File: src/common/isr_params.svh
/*
 * Constants for the stop and repeated-start sequencer: reload width and synchroniser depth.
 * Assumes it is included by bare name from the design files.
 */
`ifndef ISR_PARAMS_SVH
`define ISR_PARAMS_SVH
`define ISR_RELOAD_W 8
`define ISR_RELOAD_RST 8'h04
`define ISR_SYNC_STAGES 3
`endif

File: src/common/isr_pkg.sv
/*
 * Types shared by the sequencer files.
 * Assumes nothing beyond a SystemVerilog compiler.
 */
`default_nettype none
package isr_pkg;
    typedef enum logic [3:0] {
        ST_IDLE,
        ST_HOLD,
        ST_P_SDA_LOW,
        ST_P_COUNT,
        ST_P_SCL_HIGH,
        ST_P_SDA_REL,
        ST_P_DONE,
        ST_R_SDA_REL,
        ST_R_SCL_REL,
        ST_R_SDA_CHK,
        ST_R_SDA_LOW
    } isr_state_e;
endpackage
`default_nettype wire

File: src/isr_seq.sv
/*
 * Master stop and repeated-start sequencer with collision detection.
 * Assumes open-drain pins resolved outside; software pulses start requests and buffer writes.
 */
`default_nettype none
`include "isr_params.svh"
module isr_seq #(
    parameter int RW = `ISR_RELOAD_W
) (
    input wire logic clk_i,
    input wire logic rst_b_i,
    input wire logic [RW-1:0] baud_reload_value_i,
    input wire logic ninth_fall_i,
    input wire logic stop_start_i,
    input wire logic rstart_start_i,
    input wire logic buf_wr_i,
    input wire logic [7:0] buf_wdata_i,
    input wire logic flags_clr_i,
    input wire logic scl_i,
    input wire logic sda_i,
    output logic scl_o,
    output logic scl_oe_o,
    output logic sda_o,
    output logic sda_oe_o,
    output logic stop_seq_enable_o,
    output logic stop_detected_o,
    output logic port_irq_flag_o,
    output logic write_collision_o,
    output logic bus_collision_o,
    output logic [7:0] shift_buffer_o
);
    isr_pkg::isr_state_e st_q, st_d;
    logic [RW-1:0] cnt_q, cnt_d;
    logic scl_s, sda_s, scl_prev_q, seen_low_q;
    logic scl_oe_q, sda_oe_q, stop_en_q, stopdet_q, irq_q, wr_col_q, bcol_q;
    logic [7:0] buf_q;

    isr_pin_sync u_scl (.clk_i(clk_i), .rst_b_i(rst_b_i), .pin_i(scl_i), .level_o(scl_s));
    isr_pin_sync u_sda (.clk_i(clk_i), .rst_b_i(rst_b_i), .pin_i(sda_i), .level_o(sda_s));

    function automatic logic expired(input logic [RW-1:0] c);
        return c == '0;
    endfunction

    wire tmo = expired(cnt_q);
    wire scl_rise = scl_s && !scl_prev_q;
    wire scl_fall = !scl_s && scl_prev_q;
    wire stop_busy = (st_q >= isr_pkg::ST_P_SDA_LOW) && (st_q <= isr_pkg::ST_P_DONE);
    wire in_rs = (st_q >= isr_pkg::ST_R_SDA_REL);
    // Collision cases only apply once SCL has been released by us.
    wire col_sda = (st_q == isr_pkg::ST_R_SCL_REL) && scl_rise && !sda_s;
    wire col_scl = (st_q == isr_pkg::ST_R_SDA_CHK) && scl_fall;
    wire collide = col_sda || col_scl;
    wire wr_col_set = buf_wr_i && stop_busy;
    wire stop_seen = (st_q == isr_pkg::ST_P_SDA_REL) && sda_s && scl_s && seen_low_q;

    always_comb
    begin
        st_d = st_q;
        cnt_d = tmo ? cnt_q : cnt_q - 1'b1;
        case (st_q)
            isr_pkg::ST_IDLE:
                if (ninth_fall_i)
                    st_d = isr_pkg::ST_HOLD;
            isr_pkg::ST_HOLD:
                if (stop_start_i)
                    st_d = isr_pkg::ST_P_SDA_LOW;
                else if (rstart_start_i)
                begin
                    st_d = isr_pkg::ST_R_SDA_REL;
                    cnt_d = baud_reload_value_i;
                end
            isr_pkg::ST_P_SDA_LOW:
                if (!sda_s)
                begin
                    st_d = isr_pkg::ST_P_COUNT;
                    cnt_d = baud_reload_value_i;
                end
            isr_pkg::ST_P_COUNT:
                if (tmo)
                begin
                    st_d = isr_pkg::ST_P_SCL_HIGH;
                    cnt_d = baud_reload_value_i;
                end
            isr_pkg::ST_P_SCL_HIGH:
                if (tmo)
                    st_d = isr_pkg::ST_P_SDA_REL;
            isr_pkg::ST_P_SDA_REL:
                if (stop_seen)
                begin
                    st_d = isr_pkg::ST_P_DONE;
                    cnt_d = baud_reload_value_i;
                end
            isr_pkg::ST_P_DONE:
                if (tmo)
                    st_d = isr_pkg::ST_IDLE;
            isr_pkg::ST_R_SDA_REL:
                if (tmo)
                    st_d = isr_pkg::ST_R_SCL_REL;
            isr_pkg::ST_R_SCL_REL:
                if (collide)
                    st_d = isr_pkg::ST_IDLE;
                else if (scl_s)
                begin
                    st_d = isr_pkg::ST_R_SDA_CHK;
                    cnt_d = baud_reload_value_i;
                end
            isr_pkg::ST_R_SDA_CHK:
                if (collide)
                    st_d = isr_pkg::ST_IDLE;
                else if (tmo && scl_s && sda_s)
                begin
                    st_d = isr_pkg::ST_R_SDA_LOW;
                    cnt_d = baud_reload_value_i;
                end
                else if (tmo)
                    st_d = isr_pkg::ST_IDLE;
            isr_pkg::ST_R_SDA_LOW:
                if (tmo)
                    st_d = isr_pkg::ST_HOLD;
            default:
                st_d = isr_pkg::ST_IDLE;
        endcase
    end

    // Open-drain drive: oe high pulls the line low.
    wire scl_drive_d = (st_d == isr_pkg::ST_HOLD) || (st_d == isr_pkg::ST_P_SDA_LOW) ||
        (st_d == isr_pkg::ST_P_COUNT) || (st_d == isr_pkg::ST_R_SDA_REL);
    // After a repeated start SDA stays low under the held clock. Letting it go on the edge that pulls
    // SCL low could show a rising SDA while SCL is still high, which every slave would take as a Stop.
    wire rs_keep = (st_d == isr_pkg::ST_HOLD) && ((st_q == isr_pkg::ST_R_SDA_LOW) ||
        (st_q == isr_pkg::ST_HOLD && sda_oe_q));
    wire sda_drive_d = (st_d >= isr_pkg::ST_P_SDA_LOW && st_d <= isr_pkg::ST_P_SCL_HIGH) ||
        (st_d == isr_pkg::ST_R_SDA_LOW) || rs_keep;

    always_ff @(posedge clk_i or negedge rst_b_i)
    begin
        if (!rst_b_i)
        begin
            st_q <= isr_pkg::ST_IDLE;
            cnt_q <= '0;
            scl_prev_q <= 1'b1;
            seen_low_q <= 1'b0;
            scl_oe_q <= 1'b0;
            sda_oe_q <= 1'b0;
        end
        else
        begin
            st_q <= st_d;
            cnt_q <= cnt_d;
            scl_prev_q <= scl_s;
            seen_low_q <= (st_d == isr_pkg::ST_IDLE) ? 1'b0 : (seen_low_q || !scl_s);
            scl_oe_q <= scl_drive_d;
            sda_oe_q <= sda_drive_d;
        end
    end

    // Flags: hardware set beats software clear in the same cycle.
    always_ff @(posedge clk_i or negedge rst_b_i)
    begin
        if (!rst_b_i)
        begin
            stop_en_q <= 1'b0;
            stopdet_q <= 1'b0;
            irq_q <= 1'b0;
            wr_col_q <= 1'b0;
            bcol_q <= 1'b0;
            buf_q <= 8'h00;
        end
        else
        begin
            if (st_q == isr_pkg::ST_HOLD && stop_start_i)
                stop_en_q <= 1'b1;
            else if (st_q == isr_pkg::ST_P_DONE && tmo)
                stop_en_q <= 1'b0;
            stopdet_q <= stop_seen || (stopdet_q && !flags_clr_i);
            irq_q <= (st_q == isr_pkg::ST_P_DONE && tmo) || (irq_q && !flags_clr_i);
            wr_col_q <= wr_col_set || (wr_col_q && !flags_clr_i);
            bcol_q <= collide || (bcol_q && !flags_clr_i);
            if (buf_wr_i && !stop_busy)
                buf_q <= buf_wdata_i;
        end
    end

    assign scl_o = 1'b0;
    assign sda_o = 1'b0;
    assign scl_oe_o = scl_oe_q;
    assign sda_oe_o = sda_oe_q;
    assign stop_seq_enable_o = stop_en_q;
    assign stop_detected_o = stopdet_q;
    assign port_irq_flag_o = irq_q;
    assign write_collision_o = wr_col_q;
    assign bus_collision_o = bcol_q;
    assign shift_buffer_o = buf_q;

    a_wr_col_set: assert property (@(posedge clk_i) disable iff (!rst_b_i)
        buf_wr_i && stop_busy |=> write_collision_o && $stable(shift_buffer_o))
        else $error("write collision not flagged");
    a_sda_first: assert property (@(posedge clk_i) disable iff (!rst_b_i)
        st_q == isr_pkg::ST_HOLD && stop_start_i |=> sda_oe_o && scl_oe_o)
        else $error("stop did not pull SDA low");
    a_scl_hold: assert property (@(posedge clk_i) disable iff (!rst_b_i)
        st_q == isr_pkg::ST_IDLE && ninth_fall_i |=> scl_oe_o)
        else $error("SCL not held after ninth clock");
    a_scl_release: assert property (@(posedge clk_i) disable iff (!rst_b_i)
        st_q == isr_pkg::ST_P_COUNT && tmo |=> !scl_oe_o && sda_oe_o)
        else $error("SCL not released before SDA");
    a_reload_stop: assert property (@(posedge clk_i) disable iff (!rst_b_i)
        st_q == isr_pkg::ST_P_SDA_LOW && !sda_s |=> cnt_q == baud_reload_value_i)
        else $error("baud counter not reloaded");
    a_stop_det: assert property (@(posedge clk_i) disable iff (!rst_b_i)
        stop_seen |=> stop_detected_o && stop_seq_enable_o)
        else $error("stop detect not set");
    a_pen_clear: assert property (@(posedge clk_i) disable iff (!rst_b_i)
        st_q == isr_pkg::ST_P_DONE && tmo |=> !stop_seq_enable_o && port_irq_flag_o)
        else $error("enable not cleared or irq missing");
    a_col_release: assert property (@(posedge clk_i) disable iff (!rst_b_i)
        collide |=> bus_collision_o && !scl_oe_o && !sda_oe_o && st_q == isr_pkg::ST_IDLE)
        else $error("collision not handled");
    a_rs_sda_low: assert property (@(posedge clk_i) disable iff (!rst_b_i)
        st_q == isr_pkg::ST_R_SDA_CHK && tmo && scl_s && sda_s && !collide |=> sda_oe_o)
        else $error("repeated start SDA not driven");
    a_rs_done: assert property (@(posedge clk_i) disable iff (!rst_b_i)
        st_q == isr_pkg::ST_R_SDA_LOW && tmo |=> scl_oe_o && sda_oe_o)
        else $error("repeated start not completed");

    c_stop_done: cover property (@(posedge clk_i) disable iff (!rst_b_i)
        st_q == isr_pkg::ST_P_DONE && tmo);
    c_rs_done: cover property (@(posedge clk_i) disable iff (!rst_b_i)
        st_q == isr_pkg::ST_R_SDA_LOW && tmo);
    c_col: cover property (@(posedge clk_i) disable iff (!rst_b_i) collide);
    c_rs_sda_fall: cover property (@(posedge clk_i) disable iff (!rst_b_i)
        in_rs && !sda_oe_q && $fell(sda_s) && !collide);
endmodule // isr_seq
`default_nettype wire

File: src/isr_pin_sync.sv
/*
 * Three-stage synchroniser with agreement filter for one bus line.
 * Assumes the input is asynchronous to clk_i and idles high.
 */
`default_nettype none
`include "isr_params.svh"
module isr_pin_sync (
    input wire logic clk_i,
    input wire logic rst_b_i,
    input wire logic pin_i,
    output logic level_o
);
    logic [`ISR_SYNC_STAGES-1:0] sh_q;
    logic level_q;
    wire agree = (sh_q[1] == sh_q[2]);

    always_ff @(posedge clk_i or negedge rst_b_i)
    begin
        if (!rst_b_i)
        begin
            sh_q <= '1;
            level_q <= 1'b1;
        end
        else
        begin
            sh_q <= {sh_q[1:0], pin_i};
            if (agree)
                level_q <= sh_q[2];
        end
    end

    assign level_o = level_q;
endmodule // isr_pin_sync
`default_nettype wire

File: config.mk
export PLATFORM = sky130hd
export DESIGN_NAME = isr_seq
export DESIGN_NICKNAME = d
export VERILOG_FILES = /design/src/common/isr_pkg.sv /design/src/isr_seq.sv /design/src/isr_pin_sync.sv
export VERILOG_INCLUDE_DIRS = /design/src /design/src/common
export SDC_FILE = /design/constraint.sdc
export NUM_CORES = 1
export LEC_CHECK = 0
export BUFFER_PORTS_ARGS = -buffer_cell sky130_fd_sc_hd__buf_2
export CAP_MARGIN = 25
export CORE_UTILIZATION = 40
export CTS_CLUSTER_DIAMETER = 30
export DETAILED_ROUTE_END_ITERATION = 12
export PLACE_DENSITY = 0.7
export SYNTH_ARGS = -nofsm -noshare
export SYNTH_HDL_FRONTEND = slang
export SYNTH_SLANG_ARGS = --single-unit
export TNS_END_PERCENT = 1
File: constraint.sdc
create_clock -name clk_i -period 2.2 [get_ports clk_i]
set_input_delay 0.33 -clock clk_i [delete_from_list [all_inputs] [get_ports clk_i]]
set_output_delay 0.33 -clock clk_i [all_outputs]
set_load 0.005 [all_outputs]
==> results.yml <==
outcome:
  status: "completed"
logic_synthesis:
  yosysTopAreaCellShare_pct: 35.3
  synthTopCellsByArea: "dfrtp_1, dfstp_2, mux2_2"
  yosys.cell_types.count: 55
  yosysSeqAreaShare_pct: 47.2
  synth_area_um2: 1990
  yosysWarnings: 0
  syn_avg_cell_area_um2: 9.93
  synthArstFlopShare_pct: 100
  syn_inst: 200
  yosysTopAreaCell: "dfrtp_1"
  synth-edff-count: 0
  synth_seq_cells: 37
  synthFlopType: "dfrtp_1"
min_path:
  hp-class: "primary input to asynchronous set/reset pin"
timing:
  fin_crit_sh_pct: 94.3
  setup_tns_ps: 0
  drv_slew: 0
  fin_worst_skew_ps: 9.16
  period_minus_slack_ps: 2080
  slew_headroom_pct: 47.8
  clock.fmax_mhz: 482
  max_slew.worst_pin.slew_ps: 783
  setup_violations: 0
  hold_violations: 0
setup_path:
  crit_type: "register to register"
  required_ps: 2370
  cp-start-kind: "register"
  worstPathMaxFanout: 8
  crit_path_end_kind: "register"
  arrival_ps: 2250
cts:
  insertion_delay_ps: 300
  cts.sink_count: 37
  clockBufferDepth: 2
  clk_pin_slew_ps: 80
  ctsRootBufferMaster: "clkbuf_8"
  tritoncts: "built"
  cts_setup_buffers: 0
  cts_buffers: 5
  htree_levels: 2
  holdBufCountCts: 0
pwr:
  p_leak_nw: 1.14
  ir_drop_uv: 682
  powerDensity_nw_per_um2: 1360
floorplanning:
  rows: 25
  fp.coreArea_um2: 4750
  start_util_pct: 41.8
  die_y_um: 72.5
  io_pins: 42
  die_area_um2: 5250
  fp.dieW_um: 72.5
global_route:
  grt_start_max_net_pins: 38
  antenna_found_initial: 0
  grt-ovfl-total: 0
  grt_use_total_pct: 18.8
  first_global_vias: 1618
  grt_pass1_wl_mm: 7.46
finish:
  n_fill_cell: 462
  drive_above_1_share_pct: 39.1
  fin_nets: 283
  antenna_cells: 0
  regArea_um2: 938
  area_growth_pct: 26.7
  multi_input_area_um2: 970
  final_cell_area_um2: 2520
detailed_routing:
  firstDrtPassIters: 4
  vias_per_cell: 5.31
  drt-initial-drc-count: 147
  drtAntennaViolNets: 0
  post-route-drc-count: 0
  wl_mm: 4.54
  wl_per_cell_um: 14.0
  vias: 1725
place:
  place_congestion: 0.964
  port_buffers: 39
  hpwlAfterDp_mm: 3.38
  dpl_cell_area_um2: 2360
run:
  cap_violations: 0
## final timing paths
check	end	startpoint	cells after the start	slack, ps
worst max-delay path	seen_low_q	cnt_q[0]	8	120
worst min-delay path	write_collision_o	rst_b_i	1	110
worst max register to register	seen_low_q	cnt_q[0]	8	120
worst min register to register	u_sda.sh_q[1]	u_sda.sh_q[0]	0	360
max in group asynchronous	st_q[0]	rst_b_i	1	1550
min in group clk_i	u_sda.sh_q[0]	sda_i	1	130
## what timing repair did
action                     4_1_cts  5_1_grt
gates resized for setup          0        7
hold endpoints to repair         0        0
setup endpoints to repair        0        4
## routing by layer
metal  GRT usage [%]  routed length (µm)
met4            6.54                  51
met1            25.1                2080
met2            29.5                2170
met5               0                   0
met3            4.86                 238
## final cells by class
cell class                 instances  area share (%)
clock buffer                       5            2.73
inverter                           8            1.19
tap                               67            3.33
sequential                        37            37.3
timing repair buffer              61            14.3
clock inverter                     3            2.59
multi-input combinational        144            38.5
## cell usage after synthesis, types with 2 or more instances
cell type,number
dfrtp_1,28
nand2_1,21
nor2_1,11
nand3_1,10
o21ai_0,10
dfstp_2,9
a21oi_1,8
inv_1,8
mux2_2,8
a31oi_1,7
nor2b_1,5
nor3_1,5
o21ai_1,5
buf_2,4
buf_4,4
a21o_1,3
a32o_1,3
clkbuf_1,3
nand2b_1,3
nor4_1,3
o21bai_1,3
a2111oi_0,2
maj3_1,2
nor3_2,2
nor3b_1,2
xnor2_1,2
## stage by stage
| step | hold slack (ps) | instances | util, % | setup WS, ps | total power (W) |
|---|---|---|---|---|---|
| finish | 115 | 325 | 52.9 | 125 | 0.00342 |
| global placement | 346 | 317 | 49.7 | 110 | 0.00266 |
| detailed placement | 347 | 317 | 49.7 | 11.3 | 0.00270 |
| floorplan | 34.4 | 201 | - | 114 | 0.00217 |
| CTS | 125 | 325 | 52.5 | 11.4 | 0.00341 |
| global route | 124 | 325 | 52.9 | -24.7 | 0.00367 |
## placed cells by master (no fill, tap or decap), drive strengths merged, types with 8 or more instances in the layout
master	synthesis	final
nand3	10	10
dfrtp	28	28
nor2	12	12
a21oi	8	8
buf	9	61
dfstp	9	9
mux2	8	8
inv	8	8
o21ai	15	15
nand2	21	21
## sequential cells by signal, indices dropped and copies added (netlist names)
| signal | cells |
|---|---|
| cnt_q | 8 |
| shift_buffer_o | 8 |
| st_q | 4 |
| u_scl.sh_q | 3 |
| u_sda.sh_q | 3 |
| bus_collision_o | 1 |
| port_irq_flag_o | 1 |
| scl_oe_o | 1 |
| scl_prev_q | 1 |
| sda_oe_o | 1 |
| seen_low_q | 1 |
| stop_detected_o | 1 |
| stop_seq_enable_o | 1 |
| u_scl.level_o | 1 |
| u_sda.level_o | 1 |
| write_collision_o | 1 |
## power by group
| group | total, W | internal [W] | leakage [nW] | switching (W) |
|---|---|---|---|---|
| clock network | 0.000699 | 0.000450 | 0.0681 | 0.000249 |
| registers | 0.00120 | 0.000938 | 0.431 | 0.000264 |
| logic | 0.00152 | 0.000773 | 0.639 | 0.000748 |
## worst max-delay path: stages, from the launching register on
cell and delay (ps):
dfrtp_1 400, inv_2 80, ha_2 180, nor4b_4 210, and2_2 270, nand2_1 70
a221o_1 360, nor4_1 320, a21oi_1 70
## cell families after synthesis
| logic type | Yosys count | synth area share [%] |
|---|---|---|
| simple gates | 76 | 22.1 |
| buf+inv | 20 | 5.17 |
| xor+xnor | 2 | 0.882 |
| flops | 37 | 47.2 |
| compound gates | 53 | 18.3 |
| fa+ha+maj | 3 | 1.64 |
| other cells | 1 | 0.189 |
| mux | 8 | 4.54 |
(Power assumes the default switching activity.)
